## src/common/hmd_pkg.sv

```systemverilog
// host window decoder package: group codes, range table, fields, reset values
// ---------------------------------------------------------------------------
// Overview of operation
// - mode 10b legacy only, 11b both windows
// - mode 01b relocatable only, default on PCI
// - legacy select picks A0000H or B8000H base
// - legacy window mirrors relocatable register offsets
// - low legacy base: A0000H-A7FFFH writes are image data
// - high legacy base: no image writes accepted
// - port-I/O disable rejects port cycles when windows on
// - relocatable window 64 MB, upper half big endian
// - linear memory and image data offsets per half
// - configuration, overlay-stream and memory-port register ranges
// - 3Bx, 3Cx, 3Dx port groups aliased in window
// - subsystem status, advanced control, transfer-engine ranges
// - drawing groups decode in 512-byte slots
// - local peripheral bus register range
// - gaps between ranges are reserved, never routed
// - big-endian alias adds 2 to top digit
// - horizontal lock gates timing 0-5, mode bit 2
// - vertical lock gates overflow bits, vertical timing
// - compatibility bits gate attribute and palette writes
// - protect override frees overflow bits 1 and 6
package hmd_pkg;

  typedef enum logic [4:0] {
    GRP_NONE, GRP_LINEAR, GRP_IMAGE, GRP_CONFIG, GRP_STREAMS, GRP_MEMPORT,
    GRP_VGA3B, GRP_VGA3C, GRP_VGA3D, GRP_SUBSTAT, GRP_AFC, GRP_DMA,
    GRP_PATTERN, GRP_BLT, GRP_LINE2D, GRP_POLY, GRP_LINE3D, GRP_TRI, GRP_LPB
  } hmd_group_e;

  // range i routes to group i+1
  localparam int NUM_RANGES = 18;
  localparam logic [24:0] RANGE_LO [NUM_RANGES] = '{
    25'h0000000, 25'h1000000, 25'h1008000, 25'h1008180, 25'h1008200,
    25'h10083b0, 25'h10083c0, 25'h10083d0, 25'h1008504, 25'h100850c,
    25'h1008580, 25'h100a000, 25'h100a400, 25'h100a800, 25'h100ac00,
    25'h100b000, 25'h100b400, 25'h100ff00};
  localparam logic [24:0] RANGE_HI [NUM_RANGES] = '{
    25'h0ffffff, 25'h1007fff, 25'h1008043, 25'h10081ff, 25'h1008224,
    25'h10083bf, 25'h10083cf, 25'h10083df, 25'h1008507, 25'h100850f,
    25'h10085ff, 25'h100a1ff, 25'h100a5ff, 25'h100a9ff, 25'h100adff,
    25'h100b1ff, 25'h100b5ff, 25'h100ff5c};

  // window mode field values
  localparam logic [1:0] MODE_OFF = 2'h0;
  localparam logic [1:0] MODE_RELOC = 2'h1;
  localparam logic [1:0] MODE_LEGACY = 2'h2;
  localparam logic [1:0] MODE_BOTH = 2'h3;

  // legacy window placement
  localparam logic [15:0] LEG_LOW_PAGE = 16'h000a;
  localparam logic [16:0] LEG_HIGH_PAGE = 17'h00017;
  localparam logic [24:0] LEG_LOW_OFFSET = 25'h1000000;
  localparam logic [24:0] LEG_HIGH_OFFSET = 25'h1008000;
  localparam logic [24:0] PORT_ALIAS_OFFSET = 25'h1008300;
  localparam logic [7:0] PORT_PAGE = 8'h03;

  // port low bytes
  localparam logic [7:0] P_ATTR = 8'hc0;
  localparam logic [7:0] P_SEQ_IDX = 8'hc4;
  localparam logic [7:0] P_SEQ_DATA = 8'hc5;
  localparam logic [7:0] P_PAL_FIRST = 8'hc6;
  localparam logic [7:0] P_PAL_LAST = 8'hc9;
  localparam logic [7:0] P_CRTC_IDX_M = 8'hb4;
  localparam logic [7:0] P_CRTC_DATA_M = 8'hb5;
  localparam logic [7:0] P_STAT_M = 8'hba;
  localparam logic [7:0] P_CRTC_IDX = 8'hd4;
  localparam logic [7:0] P_CRTC_DATA = 8'hd5;
  localparam logic [7:0] P_STAT = 8'hda;

  // indexed register numbers
  localparam logic [7:0] IDX_HTIME_LAST = 8'h05;
  localparam logic [7:0] IDX_VTOTAL = 8'h06;
  localparam logic [7:0] IDX_OVERFLOW = 8'h07;
  localparam logic [7:0] IDX_MAXSCAN = 8'h09;
  localparam logic [7:0] IDX_VRET_START = 8'h10;
  localparam logic [7:0] IDX_VRET_END = 8'h11;
  localparam logic [7:0] IDX_VBLANK_START = 8'h15;
  localparam logic [7:0] IDX_VBLANK_END = 8'h16;
  localparam logic [7:0] IDX_MODE_CTL = 8'h17;
  localparam logic [7:0] IDX_COMPAT = 8'h33;
  localparam logic [7:0] IDX_TIMING_LOCK = 8'h35;
  localparam logic [7:0] IDX_WINDOW_CTL = 8'h53;
  localparam logic [7:0] IDX_BASE_HI = 8'h59;
  localparam logic [7:0] IDX_BASE_LO = 8'h5a;
  localparam logic [7:0] IDX_PORT_IO = 8'h09;
  localparam logic [4:0] ATTR_PALETTE_LAST = 5'h0f;

  // field positions
  localparam int WMODE_LSB = 3;
  localparam int LEGACY_SEL_BIT = 5;
  localparam int PIO_DIS_BIT = 7;
  localparam int HLOCK_BIT = 5;
  localparam int VLOCK_BIT = 4;
  localparam int PROT_OVR_BIT = 1;
  localparam int PAL_LOCK_BIT = 4;
  localparam int ATTR_LOCK_BIT = 6;
  localparam int VRET_PROT_BIT = 7;
  localparam int BASE_HI_LSB = 2;

  // write masks for locked fields
  localparam logic [7:0] MASK_ALL = 8'hff;
  localparam logic [7:0] MASK_OVF_VLOCK = 8'h52;
  localparam logic [7:0] MASK_OVF_PROT = 8'hbd;
  localparam logic [7:0] MASK_MODE_HLOCK = 8'hfb;
  localparam logic [7:0] MASK_VRET_VLOCK = 8'hf0;
  localparam logic [7:0] MASK_MAXSCAN_VLOCK = 8'hdf;

  // reset values and strap timing
  localparam logic [7:0] RST_BYTE = 8'h00;
  localparam logic [31:0] RST_AFC = 32'h0000_0000;
  localparam logic [1:0] STRAP_WAIT = 2'h2;

endpackage

```

## src/common/hmd_dec_if.sv

```systemverilog
// offset-to-group lookup carrier between the decoder and its range table
interface hmd_dec_if;
  import hmd_pkg::*;
  logic [24:0] offset;
  hmd_group_e group;
  modport decoder (input offset, output group);
  modport user (output offset, input group);
endinterface

```

## src/logic/hmd_group_decode.sv

```systemverilog
// range table lookup: window offset to register group
module hmd_group_decode
  import hmd_pkg::*;
(
  // lookup
  hmd_dec_if.decoder dec
);

  // offsets outside every range stay unrouted
  always_comb begin
    dec.group = GRP_NONE;
    for (int i = 0; i < NUM_RANGES; i++) begin
      if (dec.offset >= RANGE_LO[i] && dec.offset <= RANGE_HI[i]) begin
        dec.group = hmd_group_e'(5'(i + 1));
      end
    end
  end

endmodule

```

## src/logic/hmd_host_decoder.sv

```systemverilog
// host memory/port cycle decoder with window control and write locks
module hmd_host_decoder
  import hmd_pkg::*;
(
  // clock and reset
  input wire logic clk_sys,
  input wire logic rst_n,
  // host cycle
  input wire logic hostReq,
  input wire logic hostIsMem,
  input wire logic hostWrite,
  input wire logic [31:0] hostAddr,
  input wire logic [31:0] hostWdata,
  input wire logic [3:0] hostByteEn,
  // strap pin
  input wire logic pciBusStrap,
  // routed cycle
  output hmd_group_e fwdGroup,
  output logic fwdValid,
  output logic fwdWrite,
  output logic [24:0] fwdOffset,
  output logic fwdBigEndian,
  output logic [31:0] fwdWdata,
  output logic [3:0] fwdByteEn,
  output logic [7:0] fwdBitMask,
  // answers
  output logic portReject,
  output logic rdValid,
  output logic [31:0] rdData
);

  // ------------------------------------------------------------
  // stored state
  // ------------------------------------------------------------
  logic pciSync1_r;
  logic pciSync2_r;
  logic [1:0] strapCnt_r;
  logic strapDone_r;
  logic [7:0] windowCtl_r;
  logic [7:0] portIoReg_r;
  logic [7:0] baseHigh_r;
  logic [7:0] baseLow_r;
  logic [7:0] lockReg_r;
  logic [7:0] compatReg_r;
  logic [7:0] vretEnd_r;
  logic [7:0] crtcIdx_r;
  logic [7:0] seqIdx_r;
  logic attrPhase_r;
  logic [4:0] attrIdx_r;
  logic pioRejSeen_r;
  logic [31:0] afc_r;

  // ------------------------------------------------------------
  // window hit
  // ------------------------------------------------------------
  logic [1:0] mode;
  logic legacyHigh;
  logic mmioOn;
  logic pioDisable;
  logic legLowHit;
  logic legHighHit;
  logic relocHit;
  logic memHit;
  logic bigEnd;
  logic [7:0] portLow;
  logic vgaPort;
  logic portOk;
  logic claim;
  logic rejectNow;
  hmd_group_e grp;
  hmd_dec_if decIf ();

  assign mode = windowCtl_r[WMODE_LSB +: 2];
  assign legacyHigh = windowCtl_r[LEGACY_SEL_BIT];
  assign mmioOn = (mode != MODE_OFF);
  assign pioDisable = portIoReg_r[PIO_DIS_BIT];

  // legacy decode wins where both windows overlap
  assign legLowHit = hostIsMem && mode[1] && !legacyHigh
                     && hostAddr[31:16] == LEG_LOW_PAGE;
  assign legHighHit = hostIsMem && mode[1] && legacyHigh
                      && hostAddr[31:15] == LEG_HIGH_PAGE;
  // only the top six base bits take part
  assign relocHit = hostIsMem && mode[0]
                    && hostAddr[31:26] == baseHigh_r[7:BASE_HI_LSB];
  assign memHit = legLowHit || legHighHit || relocHit;
  assign portLow = hostAddr[7:0];
  assign vgaPort = !hostIsMem && hostAddr[15:8] == PORT_PAGE;

  always_comb begin
    decIf.offset = PORT_ALIAS_OFFSET | {17'h0, portLow};
    bigEnd = 1'b0;
    if (legLowHit) begin
      decIf.offset = LEG_LOW_OFFSET | {9'h0, hostAddr[15:0]};
    end else if (legHighHit) begin
      decIf.offset = LEG_HIGH_OFFSET | {10'h0, hostAddr[14:0]};
    end else if (relocHit) begin
      decIf.offset = hostAddr[24:0];
      bigEnd = hostAddr[25];
    end
  end

  hmd_group_decode u_decode (
    .dec(decIf)
  );

  assign grp = decIf.group;
  assign portOk = !(mmioOn && pioDisable);
  assign rejectNow = hostReq && vgaPort && !portOk;

  // legacy image range takes writes only, assumed doublewords
  always_comb begin
    claim = 1'b0;
    if (hostReq && grp != GRP_NONE) begin
      if (memHit) begin
        claim = !(legLowHit && grp == GRP_IMAGE && !hostWrite);
      end else if (vgaPort && portOk) begin
        claim = (grp == GRP_VGA3B || grp == GRP_VGA3C || grp == GRP_VGA3D);
      end
    end
  end

  // ------------------------------------------------------------
  // byte-wide indexed port access
  // ------------------------------------------------------------
  logic [7:0] dataByte;
  logic vgaWr;
  logic vgaRd;
  logic crtcIdxWr;
  logic crtcDataWr;
  logic seqIdxWr;
  logic seqDataWr;
  logic attrWr;
  logic palWr;
  logic statRd;
  logic [7:0] regPort;
  logic hLock;
  logic vLock;

  // the addressed port is the byte lane that carries it
  assign dataByte = hostWdata[{hostAddr[1:0], 3'b000} +: 8];
  assign regPort = decIf.offset[7:0];
  assign vgaWr = claim && hostWrite
                 && (grp == GRP_VGA3B || grp == GRP_VGA3C || grp == GRP_VGA3D);
  assign vgaRd = claim && !hostWrite
                 && (grp == GRP_VGA3B || grp == GRP_VGA3C || grp == GRP_VGA3D);
  assign crtcIdxWr = vgaWr && (regPort == P_CRTC_IDX || regPort == P_CRTC_IDX_M);
  assign crtcDataWr = vgaWr && (regPort == P_CRTC_DATA || regPort == P_CRTC_DATA_M);
  assign seqIdxWr = vgaWr && regPort == P_SEQ_IDX;
  assign seqDataWr = vgaWr && regPort == P_SEQ_DATA;
  assign attrWr = vgaWr && regPort == P_ATTR;
  assign palWr = vgaWr && regPort >= P_PAL_FIRST && regPort <= P_PAL_LAST;
  assign statRd = vgaRd && (regPort == P_STAT || regPort == P_STAT_M);
  assign hLock = lockReg_r[HLOCK_BIT];
  assign vLock = lockReg_r[VLOCK_BIT];

  // ------------------------------------------------------------
  // write protection mask
  // ------------------------------------------------------------
  logic [7:0] bitMask;

  always_comb begin
    bitMask = MASK_ALL;
    if (crtcDataWr) begin
      case (crtcIdx_r)
        IDX_MODE_CTL: if (hLock) bitMask = MASK_MODE_HLOCK;
        IDX_OVERFLOW: begin
          if (vLock) bitMask = MASK_OVF_VLOCK;
          if (vretEnd_r[VRET_PROT_BIT] && !compatReg_r[PROT_OVR_BIT]) begin
            bitMask = bitMask & MASK_OVF_PROT;
          end
        end
        IDX_VTOTAL, IDX_VRET_START,
        IDX_VBLANK_START, IDX_VBLANK_END: if (vLock) bitMask = 8'h00;
        IDX_VRET_END: if (vLock) bitMask = MASK_VRET_VLOCK;
        IDX_MAXSCAN: if (vLock) bitMask = MASK_MAXSCAN_VLOCK;
        default: if (crtcIdx_r <= IDX_HTIME_LAST && hLock) bitMask = 8'h00;
      endcase
    end
    if (attrWr && attrPhase_r && attrIdx_r <= ATTR_PALETTE_LAST
        && compatReg_r[ATTR_LOCK_BIT]) begin
      bitMask = 8'h00;
    end
    if (palWr && compatReg_r[PAL_LOCK_BIT]) begin
      bitMask = 8'h00;
    end
  end

  // ------------------------------------------------------------
  // strap synchroniser
  // ------------------------------------------------------------
  always_ff @(posedge clk_sys or negedge rst_n) begin
    if (!rst_n) begin
      pciSync1_r <= 1'b0;
      pciSync2_r <= 1'b0;
    end else begin
      pciSync1_r <= pciBusStrap;
      pciSync2_r <= pciSync1_r;
    end
  end

  // ------------------------------------------------------------
  // extension registers
  // ------------------------------------------------------------
  // strap load waits out the synchroniser after release
  always_ff @(posedge clk_sys or negedge rst_n) begin
    if (!rst_n) begin
      strapCnt_r <= 2'h0;
      strapDone_r <= 1'b0;
      windowCtl_r <= RST_BYTE;
      baseHigh_r <= RST_BYTE;
      baseLow_r <= RST_BYTE;
      lockReg_r <= RST_BYTE;
      compatReg_r <= RST_BYTE;
      portIoReg_r <= RST_BYTE;
    end else begin
      if (!strapDone_r) begin
        strapCnt_r <= strapCnt_r + 2'h1;
      end
      if (!strapDone_r && strapCnt_r == STRAP_WAIT) begin
        strapDone_r <= 1'b1;
        windowCtl_r[WMODE_LSB +: 2] <= pciSync2_r ? MODE_RELOC : MODE_OFF;
      end else if (crtcDataWr && crtcIdx_r == IDX_WINDOW_CTL) begin
        windowCtl_r <= dataByte;
      end
      if (crtcDataWr && crtcIdx_r == IDX_BASE_HI) baseHigh_r <= dataByte;
      if (crtcDataWr && crtcIdx_r == IDX_BASE_LO) baseLow_r <= dataByte;
      if (crtcDataWr && crtcIdx_r == IDX_TIMING_LOCK) lockReg_r <= dataByte;
      if (crtcDataWr && crtcIdx_r == IDX_COMPAT) compatReg_r <= dataByte;
      if (seqDataWr && seqIdx_r == IDX_PORT_IO) portIoReg_r <= dataByte;
    end
  end

  // ------------------------------------------------------------
  // index and attribute flip-flop
  // ------------------------------------------------------------
  always_ff @(posedge clk_sys or negedge rst_n) begin
    if (!rst_n) begin
      crtcIdx_r <= RST_BYTE;
      seqIdx_r <= RST_BYTE;
      attrPhase_r <= 1'b0;
      attrIdx_r <= 5'h0;
      vretEnd_r <= RST_BYTE;
    end else begin
      if (crtcIdxWr) crtcIdx_r <= dataByte;
      if (seqIdxWr) seqIdx_r <= dataByte;
      // status read puts the attribute port back to index phase
      if (statRd) begin
        attrPhase_r <= 1'b0;
      end else if (attrWr) begin
        attrPhase_r <= !attrPhase_r;
        if (!attrPhase_r) attrIdx_r <= dataByte[4:0];
      end
      if (crtcDataWr && crtcIdx_r == IDX_VRET_END) begin
        vretEnd_r <= (vretEnd_r & ~bitMask) | (dataByte & bitMask);
      end
    end
  end

  // ------------------------------------------------------------
  // status and advanced function control
  // ------------------------------------------------------------
  logic statWr;
  logic afcWr;

  assign statWr = claim && hostWrite && grp == GRP_SUBSTAT;
  assign afcWr = claim && hostWrite && grp == GRP_AFC;

  // a reject in the clearing cycle keeps the flag set
  always_ff @(posedge clk_sys or negedge rst_n) begin
    if (!rst_n) begin
      pioRejSeen_r <= 1'b0;
      afc_r <= RST_AFC;
    end else begin
      if (rejectNow) begin
        pioRejSeen_r <= 1'b1;
      end else if (statWr && hostByteEn[0] && hostWdata[0]) begin
        pioRejSeen_r <= 1'b0;
      end
      for (int b = 0; b < 4; b++) begin
        if (afcWr && hostByteEn[b]) afc_r[8*b +: 8] <= hostWdata[8*b +: 8];
      end
    end
  end

  // ------------------------------------------------------------
  // read data for registers held here
  // ------------------------------------------------------------
  logic ownRd;
  logic [7:0] extByte;
  logic [31:0] rdNxt;

  always_comb begin
    extByte = RST_BYTE;
    ownRd = 1'b0;
    if (vgaRd && (regPort == P_CRTC_DATA || regPort == P_CRTC_DATA_M)) begin
      ownRd = 1'b1;
      case (crtcIdx_r)
        IDX_WINDOW_CTL: extByte = windowCtl_r;
        IDX_BASE_HI: extByte = baseHigh_r;
        IDX_BASE_LO: extByte = baseLow_r;
        IDX_TIMING_LOCK: extByte = lockReg_r;
        IDX_COMPAT: extByte = compatReg_r;
        default: ownRd = 1'b0;
      endcase
    end else if (vgaRd && regPort == P_SEQ_DATA && seqIdx_r == IDX_PORT_IO) begin
      ownRd = 1'b1;
      extByte = portIoReg_r;
    end
    rdNxt = {24'h0, extByte} << {hostAddr[1:0], 3'b000};
    if (claim && !hostWrite && grp == GRP_SUBSTAT) begin
      ownRd = 1'b1;
      rdNxt = {26'h0, pioDisable, legacyHigh, mode, strapDone_r, pioRejSeen_r};
    end else if (claim && !hostWrite && grp == GRP_AFC) begin
      ownRd = 1'b1;
      rdNxt = afc_r;
    end
  end

  // ------------------------------------------------------------
  // registered outputs
  // ------------------------------------------------------------
  always_ff @(posedge clk_sys or negedge rst_n) begin
    if (!rst_n) begin
      fwdValid <= 1'b0;
      fwdWrite <= 1'b0;
      fwdGroup <= GRP_NONE;
      fwdOffset <= 25'h0;
      fwdBigEndian <= 1'b0;
      fwdWdata <= 32'h0;
      fwdByteEn <= 4'h0;
      fwdBitMask <= MASK_ALL;
      portReject <= 1'b0;
      rdValid <= 1'b0;
      rdData <= 32'h0;
    end else begin
      fwdValid <= claim;
      fwdWrite <= hostWrite && claim;
      fwdGroup <= claim ? grp : GRP_NONE;
      fwdOffset <= decIf.offset;
      fwdBigEndian <= bigEnd && claim;
      fwdWdata <= hostWdata;
      fwdByteEn <= hostByteEn;
      fwdBitMask <= bitMask;
      portReject <= rejectNow;
      rdValid <= ownRd;
      rdData <= ownRd ? rdNxt : 32'h0;
    end
  end
endmodule

```

## config.mk

```make
export PLATFORM = sky130hd
export DESIGN_NAME = hmd_host_decoder
export DESIGN_NICKNAME = d
export VERILOG_FILES = /design/src/common/hmd_pkg.sv /design/src/common/hmd_dec_if.sv /design/src/logic/hmd_group_decode.sv /design/src/logic/hmd_host_decoder.sv
export SDC_FILE = /design/constraint.sdc
export NUM_CORES = 1
export LEC_CHECK = 0
export BUFFER_PORTS_ARGS = -buffer_cell sky130_fd_sc_hd__buf_2
export CORE_MARGIN = 2
export CORE_UTILIZATION = 55
export CTS_CLUSTER_DIAMETER = 80
export DETAILED_ROUTE_END_ITERATION = 7
export HOLD_SLACK_MARGIN = 0.08
export PLACE_DENSITY_LB_ADDON = 0.12
export SLEW_MARGIN = 20
export SYNTH_ARGS = -nofsm -noshare
export SYNTH_HDL_FRONTEND = slang
export SYNTH_SLANG_ARGS = --single-unit
```

## constraint.sdc

```tcl
create_clock -name clk_sys -period 5.25 [get_ports clk_sys]
set_input_delay 0.2625 -clock clk_sys [delete_from_list [all_inputs] [get_ports clk_sys]]
set_output_delay 0.2625 -clock clk_sys [all_outputs]
set_load 0.03 [all_outputs]
```

## Yosys cells after proc, flatten, opt, wreduce, memory -nomap -nowiden

Index checks and enable logic that the tools add are counted.

- Equality and inequality tests: 34
- Div/mod/pow operators: 0
- Bitwise logic cells: 7
- Multiply operators: 0
- Reductions and logical operators: 97
- Add/subtract/negate cells: 1
- Multiplexer cells: 57
- Shifts and indexed selects: 2
- $lt $le $gt $ge: 40

Operators by type and width:

| operator | number |
|---|---|
| 25-bit >= comparator (second input constant) | 17 |
| 25-bit less-or-equal comparator (second input constant) | 17 |
| 32-bit 2-to-1 mux | 3 |
| 8-bit one-hot mux with 5 select lines | 2 |
| 25-bit 2-to-1 mux | 3 |
| 1-bit logical AND | 73 |
| 8-bit == test (second input constant) | 9 |
| 8-bit 2-to-1 mux | 8 |
| 8-bit by 5-bit == test with 1-bit output (second input constant) | 5 |
| 4-bit 2-to-1 mux | 9 |
| 32-bit by 6-bit indexed part select with 8-bit output | 1 |
| 8-bit by 5-bit left shift with 32-bit output | 1 |
| 25-bit by 1-bit >= comparator with 1-bit output (second input constant) | 1 |
| 25-bit by 24-bit less-or-equal comparator with 1-bit output (second input constant) | 1 |
| 5-bit 2-to-1 mux | 5 |
| 8-bit by 7-bit == test with 1-bit output (second input constant) | 3 |
| 17-bit by 5-bit == test with 1-bit output (second input constant) | 1 |
| 1-bit 2-to-1 mux | 17 |
| 8-bit AND | 2 |
| 16-bit by 4-bit == test with 1-bit output (second input constant) | 1 |
| 8-bit by 3-bit == test with 1-bit output (second input constant) | 2 |
| 8-bit by 4-bit == test with 1-bit output (second input constant) | 2 |
| 8-bit by 6-bit == test with 1-bit output (second input constant) | 2 |
| 5-bit by 4-bit == test with 1-bit output (second input constant) | 3 |
| other kinds (25) | 50 |

- Output and inout port bits: 111
- Input port bits: 74
- Logic and storage cells: 270
- Register bits: 227
- ROM bits: 0
- Memory bits (writable): 0
- Latch bits: 0
- Memories kept: 0

## Depth between registers and ports, before layout

- Depth in word-level cells: 42
- Mapped depth: 15
- Depth with buffers taken out: 10

## Cells and area by module

From an unflattened synthesis, not the netlist that was laid out.

- Cells, all modules: 840
- Area, all modules: 9524.1 µm²

By module, submodules not included:

| module | area each (µm²) | instances | seq. area each (µm²) | cells an instance |
|---|---|---|---|---|
| hmd_host_decoder | 8807.2 | 1 | 5388.9 | 726 |
| hmd_group_decode | 716.9 | 1 | 0.0 | 114 |

## Least setup slack after synthesis

OpenSTA, ideal clock, no wires.

- Path kind: in2reg
- Start point: in hostAddr[26]
- End point: reg fwdBigEndian
- Setup time: 144 ps
- Data required time: 5106 ps
- Cell stages on the path: 12
- Arrival time: 3369 ps
- Path buffers: 2
- Slack: 1737 ps
- Path through: or4_1 or3_1 buf_2 or3_1 buf_6 and3_1 nor4_2 a31o_2 a21oi_1 or3_1 nor4_2 a211oi_1

- Longest elaborated chain between the ends: 32
- Elaborated cells on any way between the ends: 101
- Classes of those cells: 36 x order compare; 7 x eq/ne; 27 x mux; 31 x reduce/logical

RTL lines:

| item | RTL line | source |
|---|---|---|
| start, declared | hmd_host_decoder.sv:12 | `input wire logic [31:0] hostAddr,` |
| 6-bit == test | hmd_host_decoder.sv:85 | `&& hostAddr[31:26] == baseHigh_r[7:BASE_HI_LSB];` |
| 1-bit logical AND | hmd_host_decoder.sv:85 |  |
| 25-bit 2-to-1 mux | hmd_host_decoder.sv:97 | `end else if (relocHit) begin` |
| 25-bit 2-to-1 mux | hmd_host_decoder.sv:95 | `end else if (legHighHit) begin` |
| 25-bit 2-to-1 mux | hmd_host_decoder.sv:93 | `if (legLowHit) begin` |
| 25-bit by 1-bit >= comparator with 1-bit output or 25-bit by 24-bit less-or-equal comparator with 1-bit output (tied branches) | hmd_group_decode.sv:13 | `if (dec.offset >= RANGE_LO[i] && dec.offset <= RANGE_HI[i]) begin` |
| 1-bit logical AND | hmd_group_decode.sv:13 |  |
| 1-bit 2-to-1 mux | hmd_group_decode.sv:13 |  |
| [... 6 more ...] | n/a |  |
| 4-bit 2-to-1 mux (8 in a row) | hmd_group_decode.sv:13 |  |
| 5-bit 2-to-1 mux (3 in a row) | hmd_group_decode.sv:13 |  |
| 5-bit by 3-bit == test with 1-bit output or 5-bit by 2-bit == test with 1-bit output (tied branches) | hmd_host_decoder.sv:118, hmd_host_decoder.sv:116 |  |
| 1-bit logical OR or 1-bit logical AND (tied branches) (2 in a row) | hmd_host_decoder.sv:118, hmd_host_decoder.sv:116 |  |
| 1-bit 2-to-1 mux or 1-bit zero test (tied branches) | hmd_host_decoder.sv:117, hmd_host_decoder.sv:116 |  |
| 1-bit 2-to-1 mux | hmd_host_decoder.sv:115 | `if (memHit) begin` |
| 1-bit 2-to-1 mux | hmd_host_decoder.sv:114 | `if (hostReq && grp != GRP_NONE) begin` |
| 1-bit logical AND * | hmd_host_decoder.sv:341 | `fwdBigEndian <= bigEnd && claim;` |
| end signal, assigned | hmd_host_decoder.sv:341 |  |
| end, declared | hmd_host_decoder.sv:22 | `output logic fwdBigEndian,` |

Every way passes the cells marked *; elsewhere a longest branch is shown, timed or not.
A chain may end at the register's enable or synchronous reset.

## Worst setup path in the final report

- Start point: in hostAddr[20]
- End point: reg portIoReg_r[1]

- Longest elaborated chain between the ends: 34
- Elaborated cells on any way between the ends: 100
- Classes of those cells: 36 x order compare; 7 x eq/ne; 24 x mux; 33 x reduce/logical

RTL lines:

| item | RTL line | source |
|---|---|---|
| 17-bit by 5-bit == test with 1-bit output | hmd_host_decoder.sv:82 | `&& hostAddr[31:15] == LEG_HIGH_PAGE;` |
| 1-bit logical AND | hmd_host_decoder.sv:82 |  |
| 25-bit 2-to-1 mux | hmd_host_decoder.sv:95 |  |
| 25-bit 2-to-1 mux | hmd_host_decoder.sv:93 |  |
| 25-bit by 1-bit >= comparator with 1-bit output or 25-bit by 24-bit less-or-equal comparator with 1-bit output (tied branches) | hmd_group_decode.sv:13 |  |
| 1-bit logical AND | hmd_group_decode.sv:13 |  |
| 1-bit 2-to-1 mux | hmd_group_decode.sv:13 |  |
| 2-bit 2-to-1 mux (2 in a row) | hmd_group_decode.sv:13 |  |
| [... 16 more ...] | n/a |  |
| 1-bit logical OR or 1-bit logical AND (tied branches) (2 in a row) | hmd_host_decoder.sv:118, hmd_host_decoder.sv:144, hmd_host_decoder.sv:116 |  |
| 1-bit 2-to-1 mux or 1-bit zero test (tied branches) | hmd_host_decoder.sv:117, hmd_host_decoder.sv:116 |  |
| 1-bit 2-to-1 mux | hmd_host_decoder.sv:115 |  |
| 1-bit 2-to-1 mux | hmd_host_decoder.sv:114 |  |
| 1-bit logical AND | hmd_host_decoder.sv:143 | `assign vgaWr = claim && hostWrite` |
| 1-bit logical AND | hmd_host_decoder.sv:144 | `&& (grp == GRP_VGA3B \|\| grp == GRP_VGA3C \|\| grp == GRP_VGA3D);` |
| 1-bit logical AND * | hmd_host_decoder.sv:150 | `assign seqDataWr = vgaWr && regPort == P_SEQ_DATA;` |
| 1-bit logical AND * | hmd_host_decoder.sv:230 | `if (seqDataWr && seqIdx_r == IDX_PORT_IO) portIoReg_r <= dataByte;` |
| end signal, assigned | hmd_host_decoder.sv:230 |  |
| end, declared | hmd_host_decoder.sv:40 | `logic [7:0] portIoReg_r;` |

Marks and branches as above.

==> results.ini <==
[setup_path]
crit_family = simple AND/OR/NAND/NOR gates
end_kind = flip-flop
cpMostUsedCell = nand2_1
cp_num_buf_inv = 2
worstPathArrival_ps = 4840
startpoint_type = input port
crit_slowest_cell = a31oi_4
worstSetupPathType = input port to flip-flop
cp.required_ps = 5620
worstPathCellList = dlygate4sd3_1, buf_2, or4_1, nor2_1, and3_1, or2_2, nand2_1, a21bo_2, a31oi_4, nand3_1, nand2_1, o21ai_0
cp_max_fo = 24
rrSetupSlack_ps = 870
critPathMaxStageDelay_ps = 640

[clock_tree]
clock_latency_ps = 530
clockBufferDepth = 3
cts_num_sinks = 215
path_clk_slew_ps = 60
post_cts_resized = 0
cts_root_buf = clkbuf_16
numCtsBuffers = 23
h-tree-depth = 1
tritoncts = built

[yosys]
yosysTopAreaCellShare_pct = 52.4
synth_common_cells = dfrtp_1 (208), nand2_1 (116), o21ai_0 (87)
syn_inst = 954
synthTopCellsByArea = dfrtp_1 (52%), mux2_2 (4.6%), o21ai_0 (4.4%)
yosys.cell_types.count = 80
ys_ff_latch = 215
yosysWarnings = 0
synth_top_cell_by_area = dfrtp_1
syn_area_um2 = 9940
synth-edff-count = 0
post-synth-top-count-cell = dfrtp_1
ys_seq_area_share_pct = 54.2
ys.flop_type = dfrtp_1
async_reset_ff_share_pct = 100
synth_fp_nets = 1029
synth_area_per_cell_um2 = 10.4

[die]
die_h_um = 138
rows = 49
die-area_um2 = 19200
core_area_um2 = 17800
start_util_pct = 55.7
die_x_um = 138
io_pins = 185

[global_routing]
antenna_found_initial = 0
grt_pass1_wl_um = 46100
grt_pass1_vias = 8368
overflow = 0
grt_usage_pct = 29.8
grt_max_degree = 127

[timing]
finClkSkew_ps = 8.73
rsz0062_at_grt = false
min_period_over_period_pct = 85.2
fin_tns_setup_ps = 0
hold_viol = 0
relSlewSlack_pct = 35.9
setup_viol = 0
slew_viol_final = 0
worst_slew_pin_slew_ps = 955
fin_ws_ps = 776
max_freq_mhz = 224
fin_hold_ws_ps = 104
min_period_ps = 4470

[place]
dpl.hpwl_um = 19500
io_buffers = 184
finalWeightedCongestion = 0.930
pre_cts_ws_ps = 744

[hold_path]
hold_path_class = input port to flip-flop

[cells_and_area]
nNetsFinal = 1242
final_util_pct = 68.6
syn_to_final_growth_pct = 23.2
antenna_cells = 0
fillers = 1342
final_layout_size_suffix_gt1_share_pct = 26.5

[power_and_ir_drop]
cellPowerDensity_nw_per_um2 = 291
leakage_nw = 5.62
ir_worst_vdd_uv = 344

[detailed_routing]
vias = 8563
drt_first_pass_iters = 6
wire_per_inst_um = 20.4
viasPerCell = 6.06
drt_iter0_markers = 911
ant_nets = 0
wirelength_um = 28800
drc_errors = 0

[flow_run]
max-cap-violations = 0

[outcome]
status = complete, no violations

cells by family (layout without fill, tap and decap cells):
kind of cell,Yosys count,in the layout,share of synthesized area [%]
adders and majority gates,1,1,0.126
muxes,51,51,5.65
buffers and inverters,69,299,3.01
DFF,215,215,54.2
and+or+nand+nor,377,377,21.0
AOI/OAI and AO/OA,233,233,15.3
xor gates and xnor gates,8,8,0.705
area by class of cell:
class | instances | area (um^2) | area share (%)
well taps | 229 | 287 | 2.34
repair buffers | 244 | 1530 | 12.5
multi-input cells | 670 | 4250 | 34.7
flip-flops and latches | 215 | 5390 | 44.0
inverters | 13 | 48.8 | 0.399
clock inverters | 10 | 123 | 1.00
clock buffers | 32 | 619 | 5.06
sequential cells by signal (all words and copies together) (netlist names), 7 cells and up, named ones only:
signal,flops
afc_r,32
fwdWdata,32
rdData,32
fwdOffset,25
baseHigh_r,8
baseLow_r,8
compatReg_r,8
crtcIdx_r,8
lockReg_r,8
portIoReg_r,8
seqIdx_r,8
windowCtl_r,8
fwdBitMask,7
cells in the final DEF, fill, tap and decap left out, drive strengths merged, types with 24 or more instances in the layout:
master and instances:
clkbuf 33, a21oi 29, dfrtp 208, buf 190, a22oi 30, nand2 116
nor2 58, nor3 31, o21ai 98, nor4b 24, mux2 41, dlygate4sd3 53
final timing paths:
| check | cells past startpoint | end | start |
|---|---|---|---|
| worst max-delay path | 12 | portIoReg_r[1]$_DFFE_PN0P_ | hostAddr[20] |
| worst min-delay path | 2 | fwdOffset[10]$_DFF_PN0_ | hostAddr[10] |
| worst max register to register | 10 | portIoReg_r[1]$_DFFE_PN0P_ | baseHigh_r[2]$_DFFE_PN0P_ |
| worst min register to register | 0 | pciSync2_r$_DFF_PN0_ | pciSync1_r$_DFF_PN0_ |
| max in group asynchronous | 3 | strapCnt_r[1]$_DFFE_PN0N_ | rst_n |
| min in group asynchronous | 2 | fwdOffset[11]$_DFF_PN0_ | rst_n |
worst register-to-register path, stage by stage (launching register included):
cell and delay [ps]:
dfrtp_1 440, xor2_1 170, or4_1 560, or2_2 450, nor3_1 390, or3_1 370, o311ai_4 180, a31oi_4 690
nand3_1 650, nand2_1 210, o21ai_0 110
stage by stage:
step	power (W)	cell area, um^2	cells
floorplan	0.00183	9940	954
global placement	0.00196	11000	1318
detailed placement	0.00196	11000	1318
CTS	0.00359	12200	1413
global route	0.00369	12200	1413
finish	0.00357	12200	1413
per-layer routing:
layer	share of wire, %	global-route usage [%]	up-vias	routed length, um
met5	0	0	-	0
met4	3.0	10.4	0	876
met3	7.3	4.88	72	2090
met2	47	47.6	406	13700
met1	42	42.0	4156	12100
li1	-	-	3929	-
report_power, final:
| part | leakage, nW | switching [W] | total, W | internal (W) |
|---|---|---|---|---|
| registers | 2.83 | 0.00000542 | 0.00168 | 0.00168 |
| logic | 2.42 | 0.000194 | 0.000285 | 0.0000903 |
| clock network | 0.366 | 0.000667 | 0.00160 | 0.000933 |
| total | 5.62 | 0.000867 | 0.00357 | 0.00270 |
repair_timing:
action | 4_1_cts | 5_1_grt
endpoints found under the hold margin | 167 | 0
hold buffers | 53 | 0
buffers inserted | 0 | 0
No activity file was read; power rests on OpenSTA's default activity.
